**config.mk**
```make
export PLATFORM = sky130hd
export DESIGN_NAME = sfa_core
export DESIGN_NICKNAME = d
export VERILOG_FILES = /design/src/rtl/sfa_pkg.sv /design/src/rtl/sfa_core.sv
export SDC_FILE = /design/constraint.sdc
export NUM_CORES = 1
export LEC_CHECK = 0
export CORE_UTILIZATION = 33
export CTS_CLUSTER_SIZE = 28
export DETAILED_ROUTE_END_ITERATION = 16
export DONT_BUFFER_PORTS = 1
export PLACE_DENSITY = 0.53
export SYNTH_ARGS = -nofsm -noshare
export SYNTH_HDL_FRONTEND = slang
export SYNTH_SLANG_ARGS = --single-unit
```
**constraint.sdc**
```tcl
create_clock -name pclk -period 6.5 [get_ports pclk]
set_input_delay 1.3 -clock pclk [delete_from_list [all_inputs] [get_ports pclk]]
set_output_delay 1.3 -clock pclk [all_outputs]
set_load 0.05 [all_outputs]
```
**src/rtl/sfa_pkg.sv**
```systemverilog
// Constants, opcodes and register map of the status-flag and operand-address block.
// Assumes an APB master on pclk with 32-bit data and word-aligned byte addresses.
// How it works
// - Flag-affecting result aimed at status register is dropped; only new flags land.
// - Clearing the status register sets only the zero flag, other flags unchanged.
// - Bit set/clear, swap, work-to-file and file-to-file moves leave all five arithmetic flags alone.
// - Status is eight bits; top three read zero; five flags are read/write.
// - Negative flag in bit 4 copies the result's top bit.
// - Overflow flag in bit 3 marks a wrong sign change of a signed result.
// - Zero flag in bit 2 is set when a flag-affecting result is zero.
// - Add and subtract load nibble carry in bit 1 from the low nibble carry.
// - Add and subtract load carry in bit 0 from the top-bit carry.
// - Subtract adds the two's complement, so carry flags mean no borrow.
// - Rotates load nibble carry from source bit 4 or 3, carry from end bit.
// - With access bit one, bank select and opcode byte form a 12-bit address.
// - With access bit zero, opcode byte addresses the access bank, bank ignored.
// - File-to-file move uses its full 12-bit address and ignores bank select.
// - Destination bit one writes the file, zero writes working; else implicit.
// - Call and jump take a 20-bit program address from the opcode.
// - Three pointer pairs, upper high-byte nibble unused, each a 12-bit address.
// - Virtual indirect operands have no storage; they reach the pointed location.
// - Indirect targets use the whole pointer; bank select and access bit ignored.
// - Indexed literal offset mode exists only when extended ISA enable is one.
// - Post-increment, post-decrement, pre-increment step the pointer by one.
// - Offset-by-working adds signed working value, changing neither register.
// - Pointer steps carry across the whole 12-bit pair and touch no flags.
package sfa_pkg;
    // Register byte offsets
    localparam logic [11:0] REG_FLAGS = 12'h000;
    localparam logic [11:0] REG_WORK = 12'h004;
    localparam logic [11:0] REG_BANK = 12'h008;
    localparam logic [11:0] REG_PTR0 = 12'h00C;
    localparam logic [11:0] REG_PTR1 = 12'h010;
    localparam logic [11:0] REG_PTR2 = 12'h014;
    localparam logic [11:0] REG_OPERAND = 12'h018;
    localparam logic [11:0] REG_CONFIG = 12'h01C;
    localparam logic [11:0] REG_CMD = 12'h020;
    localparam logic [11:0] REG_RESULT = 12'h024;
    localparam logic [11:0] REG_TARGET = 12'h028;
    localparam logic [11:0] REG_PROG = 12'h02C;
    // Reset values
    localparam logic [4:0] FLAGS_RST = 5'h00;
    localparam logic [7:0] BYTE_RST = 8'h00;
    localparam logic [11:0] PTR_RST = 12'h000;
    // Flag positions
    localparam int FLAG_N = 4;
    localparam int FLAG_OV = 3;
    localparam int FLAG_Z = 2;
    localparam int FLAG_DC = 1;
    localparam int FLAG_C = 0;
    // Data memory map
    localparam logic [11:0] STATUS_ADDR = 12'hFD8;
    localparam logic [7:0] ACCESS_SPLIT = 8'h60;
    localparam logic [7:0] INDEX_LIMIT = 8'h5F;
    localparam logic [3:0] ACCESS_HI_BANK = 4'hF;
    localparam logic [11:0] VIRT_BASE0 = 12'hFEF;
    localparam logic [11:0] VIRT_BASE1 = 12'hFE7;
    localparam logic [11:0] VIRT_BASE2 = 12'hFDF;
    // Offsets below a virtual base: plain, post-inc, post-dec, pre-inc, plus-working
    localparam logic [11:0] VK_PLAIN = 12'h000;
    localparam logic [11:0] VK_POST_INCREMENT_OPERAND = 12'h001;
    localparam logic [11:0] VK_POST_DECREMENT_OPERAND = 12'h002;
    localparam logic [11:0] VK_PRE_INCREMENT_OPERAND = 12'h003;
    localparam logic [11:0] VK_OFFSET_BY_WORKING_OPERAND = 12'h004;
    // Command word fields
    localparam int CMD_D_BIT = 5;
    localparam int CMD_A_BIT = 6;
    localparam int CMD_F_LSB = 8;
    localparam int CMD_SRC_LSB = 8;
    localparam int CMD_DST_LSB = 20;
    localparam int CMD_BIT_LSB = 28;

    typedef enum logic [4:0] {
        OP_NOP = 5'h00, OP_ADD_WORK_FILE = 5'h01, OP_ADD_LIT = 5'h02, OP_SUB_WORK_FILE = 5'h03,
        OP_SUB_LIT = 5'h04, OP_AND_FILE = 5'h05, OP_IOR_FILE = 5'h06, OP_XOR_FILE = 5'h07,
        OP_MOVE_FILE = 5'h08, OP_CLEAR_FILE = 5'h09, OP_BIT_CLEAR = 5'h0A, OP_BIT_SET = 5'h0B,
        OP_NIBBLE_SWAP = 5'h0C, OP_WORK_TO_FILE = 5'h0D, OP_FILE_TO_FILE = 5'h0E,
        OP_ROTATE_RIGHT = 5'h0F, OP_ROTATE_LEFT = 5'h10, OP_CALL = 5'h11, OP_JUMP = 5'h12
    } sfa_op_t;
endpackage : sfa_pkg

```
**src/rtl/sfa_core.sv**
```systemverilog
// Status flag generation and data operand address generation, APB slave.
// Assumes software stages working value, operand byte and pointers, then writes a command.
//
// The APB slave port and the address map are this design's own decisions.
`timescale 1ns/10ps
module sfa_core (
    // Clock and reset
    input wire logic pclk,
    input wire logic presetn,
    // APB request
    input wire logic [11:0] paddr,
    input wire logic psel,
    input wire logic penable,
    input wire logic pwrite,
    input wire logic [31:0] pwdata,
    // APB answer
    output logic [31:0] prdata,
    output logic pready,
    output logic pslverr
);
    logic [4:0] flags_q;
    logic [7:0] work_q;
    logic [3:0] bank_q;
    logic [11:0] ptr_q [3];
    logic [7:0] operand_q;
    logic extended_isa_enable_q;
    logic [7:0] result_q;
    logic [15:0] target_q;
    logic [19:0] prog_q;
    logic pready_q;
    logic pslverr_q;
    logic [31:0] prdata_q;

    logic wr_fire;
    logic rd_take;
    logic exec;
    logic mapped;
    logic [31:0] rd_data;

    // Command decode
    sfa_pkg::sfa_op_t op;
    logic [7:0] f_byte;
    logic uses_file;
    logic to_file;
    logic to_w;
    logic indexed;
    logic [11:0] direct_addr;
    logic [11:0] target_addr;
    logic virt_hit;
    logic [1:0] virt_ptr;
    logic [11:0] ptr_next;
    logic status_tgt;
    logic [4:0] mask;
    logic [12:0] alu_out;
    logic [4:0] merged;
    logic [4:0] flags_d;

    function automatic logic [4:0] flag_mask(input sfa_pkg::sfa_op_t o);
        case (o)
            sfa_pkg::OP_ADD_WORK_FILE, sfa_pkg::OP_ADD_LIT, sfa_pkg::OP_SUB_WORK_FILE, sfa_pkg::OP_SUB_LIT: begin
                flag_mask = 5'h1F;
            end
            sfa_pkg::OP_AND_FILE, sfa_pkg::OP_IOR_FILE, sfa_pkg::OP_XOR_FILE, sfa_pkg::OP_MOVE_FILE: begin
                flag_mask = 5'h14;
            end
            sfa_pkg::OP_CLEAR_FILE: begin
                flag_mask = 5'h04;
            end
            sfa_pkg::OP_ROTATE_RIGHT, sfa_pkg::OP_ROTATE_LEFT: begin
                flag_mask = 5'h17;
            end
            default: begin
                flag_mask = 5'h00;
            end
        endcase
    endfunction : flag_mask

    // Returns {N, OV, Z, DC, C, result}
    function automatic logic [12:0] alu(input sfa_pkg::sfa_op_t o, input logic [7:0] fv, input logic [7:0] w,
                                        input logic cin, input logic [2:0] bsel);
        logic sub;
        logic [7:0] addend;
        logic [4:0] lo;
        logic [8:0] sum;
        logic [7:0] r;
        logic dc;
        logic c;
        logic ov;
        sub = (o == sfa_pkg::OP_SUB_WORK_FILE) || (o == sfa_pkg::OP_SUB_LIT);
        addend = sub ? ~w : w;
        lo = {1'b0, fv[3:0]} + {1'b0, addend[3:0]} + {4'h0, sub};
        sum = {1'b0, fv} + {1'b0, addend} + {8'h00, sub};
        r = sum[7:0];
        dc = lo[4];
        c = sum[8];
        ov = (fv[7] == addend[7]) && (sum[7] != fv[7]);
        case (o)
            sfa_pkg::OP_AND_FILE: begin
                r = fv & w;
            end
            sfa_pkg::OP_IOR_FILE: begin
                r = fv | w;
            end
            sfa_pkg::OP_XOR_FILE: begin
                r = fv ^ w;
            end
            sfa_pkg::OP_MOVE_FILE, sfa_pkg::OP_FILE_TO_FILE: begin
                r = fv;
            end
            sfa_pkg::OP_CLEAR_FILE: begin
                r = 8'h00;
            end
            sfa_pkg::OP_BIT_CLEAR: begin
                r = fv & ~(8'h01 << bsel);
            end
            sfa_pkg::OP_BIT_SET: begin
                r = fv | (8'h01 << bsel);
            end
            sfa_pkg::OP_NIBBLE_SWAP: begin
                r = {fv[3:0], fv[7:4]};
            end
            sfa_pkg::OP_WORK_TO_FILE: begin
                r = w;
            end
            sfa_pkg::OP_ROTATE_RIGHT: begin
                r = {cin, fv[7:1]};
                c = fv[0];
                dc = fv[4];
            end
            sfa_pkg::OP_ROTATE_LEFT: begin
                r = {fv[6:0], cin};
                c = fv[7];
                dc = fv[3];
            end
            default: begin
                r = sum[7:0];
            end
        endcase
        alu = {r[7], ov, (r == 8'h00), dc, c, r};
    endfunction : alu

    function automatic logic [11:0] virt_base(input logic [1:0] n);
        case (n)
            2'd0: begin
                virt_base = sfa_pkg::VIRT_BASE0;
            end
            2'd1: begin
                virt_base = sfa_pkg::VIRT_BASE1;
            end
            default: begin
                virt_base = sfa_pkg::VIRT_BASE2;
            end
        endcase
    endfunction : virt_base

    // APB handshake: one wait state so read data comes from a flop
    assign rd_take = psel && penable && !pready_q;
    assign wr_fire = psel && penable && pready_q && pwrite;
    assign exec = wr_fire && (paddr == sfa_pkg::REG_CMD);

    always_comb begin
        mapped = 1'b1;
        rd_data = 32'h0000_0000;
        case (paddr)
            sfa_pkg::REG_FLAGS: begin
                rd_data = {27'h000_0000, flags_q};
            end
            sfa_pkg::REG_WORK: begin
                rd_data = {24'h00_0000, work_q};
            end
            sfa_pkg::REG_BANK: begin
                rd_data = {28'h000_0000, bank_q};
            end
            sfa_pkg::REG_PTR0: begin
                rd_data = {20'h0_0000, ptr_q[0]};
            end
            sfa_pkg::REG_PTR1: begin
                rd_data = {20'h0_0000, ptr_q[1]};
            end
            sfa_pkg::REG_PTR2: begin
                rd_data = {20'h0_0000, ptr_q[2]};
            end
            sfa_pkg::REG_OPERAND: begin
                rd_data = {24'h00_0000, operand_q};
            end
            sfa_pkg::REG_CONFIG: begin
                rd_data = {31'h0000_0000, extended_isa_enable_q};
            end
            sfa_pkg::REG_CMD: begin
                rd_data = 32'h0000_0000;
            end
            sfa_pkg::REG_RESULT: begin
                rd_data = {24'h00_0000, result_q};
            end
            sfa_pkg::REG_TARGET: begin
                rd_data = {16'h0000, target_q};
            end
            sfa_pkg::REG_PROG: begin
                rd_data = {12'h000, prog_q};
            end
            default: begin
                mapped = 1'b0;
            end
        endcase
    end

    always_ff @(posedge pclk or negedge presetn) begin
        if (!presetn) begin
            pready_q <= 1'b0;
            pslverr_q <= 1'b0;
            prdata_q <= 32'h0000_0000;
        end else begin
            pready_q <= rd_take;
            pslverr_q <= rd_take && !mapped;
            if (rd_take && !pwrite) begin
                prdata_q <= rd_data;
            end
        end
    end

    // Operand address generation
    always_comb begin
        op = sfa_pkg::sfa_op_t'(pwdata[4:0]);
        f_byte = pwdata[sfa_pkg::CMD_F_LSB +: 8];
        uses_file = 1'b1;
        to_file = pwdata[sfa_pkg::CMD_D_BIT];
        case (op)
            sfa_pkg::OP_NOP, sfa_pkg::OP_ADD_LIT, sfa_pkg::OP_SUB_LIT, sfa_pkg::OP_CALL, sfa_pkg::OP_JUMP: begin
                uses_file = 1'b0;
                to_file = 1'b0;
            end
            sfa_pkg::OP_CLEAR_FILE, sfa_pkg::OP_BIT_CLEAR, sfa_pkg::OP_BIT_SET, sfa_pkg::OP_WORK_TO_FILE,
            sfa_pkg::OP_FILE_TO_FILE: begin
                to_file = 1'b1;
            end
            default: begin
                to_file = pwdata[sfa_pkg::CMD_D_BIT];
            end
        endcase
        to_w = (uses_file && !to_file) || op == sfa_pkg::OP_ADD_LIT || op == sfa_pkg::OP_SUB_LIT;
        indexed = 1'b0;
        if (op == sfa_pkg::OP_FILE_TO_FILE) begin
            direct_addr = pwdata[sfa_pkg::CMD_DST_LSB +: 12];
        end else if (pwdata[sfa_pkg::CMD_A_BIT]) begin
            direct_addr = {bank_q, f_byte};
        end else if (uses_file && extended_isa_enable_q && f_byte <= sfa_pkg::INDEX_LIMIT) begin
            direct_addr = ptr_q[2] + {4'h0, f_byte};
            indexed = 1'b1;
        end else if (f_byte < sfa_pkg::ACCESS_SPLIT) begin
            direct_addr = {4'h0, f_byte};
        end else begin
            direct_addr = {sfa_pkg::ACCESS_HI_BANK, f_byte};
        end
        target_addr = direct_addr;
        virt_hit = 1'b0;
        virt_ptr = 2'd0;
        ptr_next = ptr_q[0];
        for (int n = 0; n < 3; n++) begin
            if (uses_file && !indexed && (virt_base(2'(n)) - direct_addr) <= sfa_pkg::VK_OFFSET_BY_WORKING_OPERAND) begin
                virt_hit = 1'b1;
                virt_ptr = 2'(n);
                ptr_next = ptr_q[n];
                target_addr = ptr_q[n];
                case (virt_base(2'(n)) - direct_addr)
                    sfa_pkg::VK_POST_INCREMENT_OPERAND: begin
                        ptr_next = ptr_q[n] + 12'h001;
                    end
                    sfa_pkg::VK_POST_DECREMENT_OPERAND: begin
                        ptr_next = ptr_q[n] - 12'h001;
                    end
                    sfa_pkg::VK_PRE_INCREMENT_OPERAND: begin
                        ptr_next = ptr_q[n] + 12'h001;
                        target_addr = ptr_q[n] + 12'h001;
                    end
                    sfa_pkg::VK_OFFSET_BY_WORKING_OPERAND: begin
                        target_addr = ptr_q[n] + {{4{work_q[7]}}, work_q};
                    end
                    default: begin
                        target_addr = ptr_q[n];
                    end
                endcase
            end
        end
        status_tgt = uses_file && to_file && (target_addr == sfa_pkg::STATUS_ADDR);
        mask = flag_mask(op);
        alu_out = alu(op, uses_file ? operand_q : f_byte, work_q, flags_q[sfa_pkg::FLAG_C],
                      pwdata[sfa_pkg::CMD_BIT_LSB +: 3]);
        merged = (flags_q & ~mask) | (alu_out[12:8] & mask);
        if (status_tgt && mask == 5'h00) begin
            flags_d = alu_out[4:0];
        end else begin
            flags_d = merged;
        end
    end

    always_ff @(posedge pclk or negedge presetn) begin
        if (!presetn) begin
            flags_q <= sfa_pkg::FLAGS_RST;
        end else if (wr_fire && paddr == sfa_pkg::REG_FLAGS) begin
            flags_q <= pwdata[4:0];
        end else if (exec) begin
            flags_q <= flags_d;
        end
    end

    always_ff @(posedge pclk or negedge presetn) begin
        if (!presetn) begin
            work_q <= sfa_pkg::BYTE_RST;
        end else if (wr_fire && paddr == sfa_pkg::REG_WORK) begin
            work_q <= pwdata[7:0];
        end else if (exec && to_w) begin
            work_q <= alu_out[7:0];
        end
    end

    always_ff @(posedge pclk or negedge presetn) begin
        if (!presetn) begin
            bank_q <= 4'h0;
            operand_q <= sfa_pkg::BYTE_RST;
            extended_isa_enable_q <= 1'b0;
        end else if (wr_fire) begin
            if (paddr == sfa_pkg::REG_BANK) begin
                bank_q <= pwdata[3:0];
            end
            if (paddr == sfa_pkg::REG_OPERAND) begin
                operand_q <= pwdata[7:0];
            end
            if (paddr == sfa_pkg::REG_CONFIG) begin
                extended_isa_enable_q <= pwdata[0];
            end
        end
    end

    // Pointer pairs; upper nibble of each high byte is not stored
    always_ff @(posedge pclk or negedge presetn) begin
        if (!presetn) begin
            for (int n = 0; n < 3; n++) begin
                ptr_q[n] <= sfa_pkg::PTR_RST;
            end
        end else begin
            for (int n = 0; n < 3; n++) begin
                if (wr_fire && paddr == sfa_pkg::REG_PTR0 + 12'(4 * n)) begin
                    ptr_q[n] <= pwdata[11:0];
                end else if (exec && virt_hit && virt_ptr == 2'(n)) begin
                    ptr_q[n] <= ptr_next;
                end
            end
        end
    end

    // Outcome of the last command: result byte, where it goes, program target
    always_ff @(posedge pclk or negedge presetn) begin
        if (!presetn) begin
            result_q <= sfa_pkg::BYTE_RST;
            target_q <= 16'h0000;
            prog_q <= 20'h0_0000;
        end else if (exec) begin
            result_q <= alu_out[7:0];
            target_q <= {indexed, status_tgt && mask != 5'h00, to_w, to_file && !(status_tgt && mask != 5'h00),
                         uses_file ? target_addr : 12'h000};
            if (op == sfa_pkg::OP_CALL || op == sfa_pkg::OP_JUMP) begin
                prog_q <= pwdata[sfa_pkg::CMD_SRC_LSB +: 20];
            end
        end
    end

    assign prdata = prdata_q;
    assign pready = pready_q;
    assign pslverr = pslverr_q;
endmodule : sfa_core

```
==> out/metrics.cfg <==
[route]
vias=14600
postRouteAntennaNets=0
post_drt_wl_per_cell_microns=28.5
wirelength_mm=63.4
drcViolationCount=0
drt_iter0_drc=1776
drt-pass1-iter-count=6
viasPerCell=6.55

[global_route]
grt_pass1_vias=13600
grt_usage=0.307
grt_antenna_before_repair=1
grt_remaining_overflow=0
grt_pass1_wl_mm=93.3
grt_max_degree=129

[synthesis]
synth.most_common_cell=nand2_1
netlist.top_cell.by_area=dfrtp_1
async_flop_share=1.00
synth_top_area_share=0.240
synth_edf_count=0
ys_seq_elements=128
ys_warn_count=0
netlist_top_cells_area=dfrtp_1 (24%), ha_1 (5.5%), o21ai_0 (4.7%), nand2_1 (4.5%), a22oi_1 (3.6%)
synth_area_per_cell_sq_um=7.88
syn_area_sq_mm=0.0133
synth_commonest_cells=nand2_1 (160), dfrtp_1 (128), nor2_1 (126), o21ai_0 (126), clkbuf_1 (93)
synthCells=1693
synth_ff_type=dfrtp_1
netlist-cell-type-count=111
synth_seq_area_share=0.240

[layout]
area_growth_pct=10.7
nFillCells=4202
drive_above_1_share=0.129
nNetsFinal=1796
stdcell_area_sq_mm=0.0148
antennaDiodeCount=0
post-route-util=0.371

[clocking]
htreeDepth=4
postCtsSetupRepairBufs=0
cts_hold_buffers=0
cts_resized=0
tritoncts=yes
clk_path_buf_depth=2
clk_latency_ns=0.46
clock-root-buffer=clkbuf_16
numCtsBuffers=17
cts.sinks=128
path_clk_slew_ns=0.07

[setup_path]
required_ns=6.89
worst-setup-path-type=in -> reg
worst_setup_path_start_kind=primary input
arrival_ns=6.68
end_kind=flop
path_max_fanout=8

[sta]
fin_ws_ns=0.206
worst_slew_margin_rel=0.198
skew_ns=0.0129
slew_viol_final=0
fmax_mhz=159
post-route-period-util=0.968
period_minus_slack_ns=6.29
finalHoldViolCount=0
setup_viol=0
rsz0062_at_grt=no
tightestPinTransition_ns=1.19
holdWs_ns=0.481

[placed_design]
post-place-ws_ns=-0.0182
io_buffers=0
gp_congestion=1.00
dp_hpwl_mm=48.5
placed_cell_area_sq_mm=0.0142

[run_status]
status=finished, final reports clean

[power]
peakVddDrop_mv=0.155
design_power_total_mw=2.19
powerDensity_mw_per_mm2=148
power_leakage_nw=6.09

[floorplan]
coreArea_sq_mm=0.0398
die_x_microns=203
die-area_sq_mm=0.0412
io-pin-count=83
rows=73
die_h_microns=203
start_util=0.335

[min_path]
min_path_type=reg -> reg

[flow_run]
maxCapViolCount=0

==> worst paths after layout <==
path                       cells past startpoint            to  slack [ns]          from
max                                           22          flop        0.21     pwdata[8]
min                                            2  target_q[13]        0.48  target_q[13]
max reg2reg                                   21          flop        0.61      ptr_q[1]
min reg2reg                                    2  target_q[13]        0.48  target_q[13]
max in group asynchronous                      0     ptr_q[17]        5.67       presetn
min in group asynchronous                      0     ptr_q[21]        0.55       presetn
==> layout by cell type (no fill, tap or decap), types with 14 or more instances in the layout <==
master     instances
a211oi_1          15
a21o_1            28
a21oi_1           88
a221oi_1          30
a22o_1            29
a22oi_1           64
a31oi_1           29
and3_1            16
buf_4             96
clkbuf_16         17
dfrtp_1          128
ha_1              59
inv_1             49
mux2_2            35
mux2i_1           19
nand2_1          160
nand2b_1          14
nand3_1           52
nand4_1           17
nor2_1           125
nor3_1            62
o211ai_1          21
o21a_1            16
o21ai_0          126
o22ai_1           36
or3_1             16
xnor2_1           41
xor2_1            32
==> power breakdown <==
part           total [mW]  switching, mW  internal [mW]
clock network        1.01          0.430          0.585
logic               0.292          0.192         0.0996
registers           0.884         0.0726          0.811
total                2.19          0.695           1.50
==> worst max-delay path, stage by stage <==
cell and delay [ns]:
ha_1 0.16, inv_1 0.06, fa_1 0.40, nand2b_1 0.21, a21boi_0 0.28, o22ai_1 0.19, mux2i_1 0.22, and2_1 0.18
inv_1 0.08, ha_1 0.28, a21boi_1 0.20, nand4_1 0.19, a2111oi_4 0.39, o2111ai_4 0.17, or2_0 0.45, a311oi_1 0.39
buf_4 0.19, nand4b_1 0.09, or4_1 0.58, buf_4 0.21, o311ai_1 0.29, mux2_1 0.18
==> flip-flops by register name, summed over array words and instances (netlist names), named ones only <==
| register | cells |
|---|---|
| prdata | 20 |
| prog_q | 20 |
| ptr_q | 36 |
| target_q | 16 |
| extended_isa_enable_q | 1 |
| operand_q | 8 |
| pslverr | 1 |
| result_q | 8 |
| bank_q | 4 |
| work_q | 8 |
| pready | 1 |
==> per-stage QoR <==
stage,cells,TNS [ns]
2_1_floorplan,1704,0
3_3_place_gp,2189,0
3_5_place_dp,2189,-0.0182
4_1_cts,2221,0
5_1_grt,2221,0
6_report,2221,0
==> per-layer routing <==
metal  up-vias  global-route usage  part of all wire
met5         -                   0           0.00027
met4         2               0.126             0.041
met3       127              0.0470             0.088
met2       780               0.471              0.44
met1      7205               0.426              0.43
li1       6436                   -                 -
==> kinds of logic after synthesis <==
family	count (synthesis)	share of synthesized area
compound gates	630	0.335
xor+xnor	73	0.0480
fa+ha+maj	64	0.0629
mux	56	0.0458
flops	128	0.240
simple gates	554	0.207
buf+inv	187	0.0610
other cells	1	0.000281
==> area by class of cell <==
class | instances | area, sq um | area share
clock buffer | 20 | 447 | 0.0303
clock inverter | 12 | 149 | 0.0101
inverter | 50 | 188 | 0.0127
multi-input combinational | 1389 | 9380 | 0.635
sequential | 128 | 3200 | 0.217
tap | 525 | 657 | 0.0445
timing repair buffer | 97 | 741 | 0.0502
Note: power is estimated with default switching activity, not from simulation.
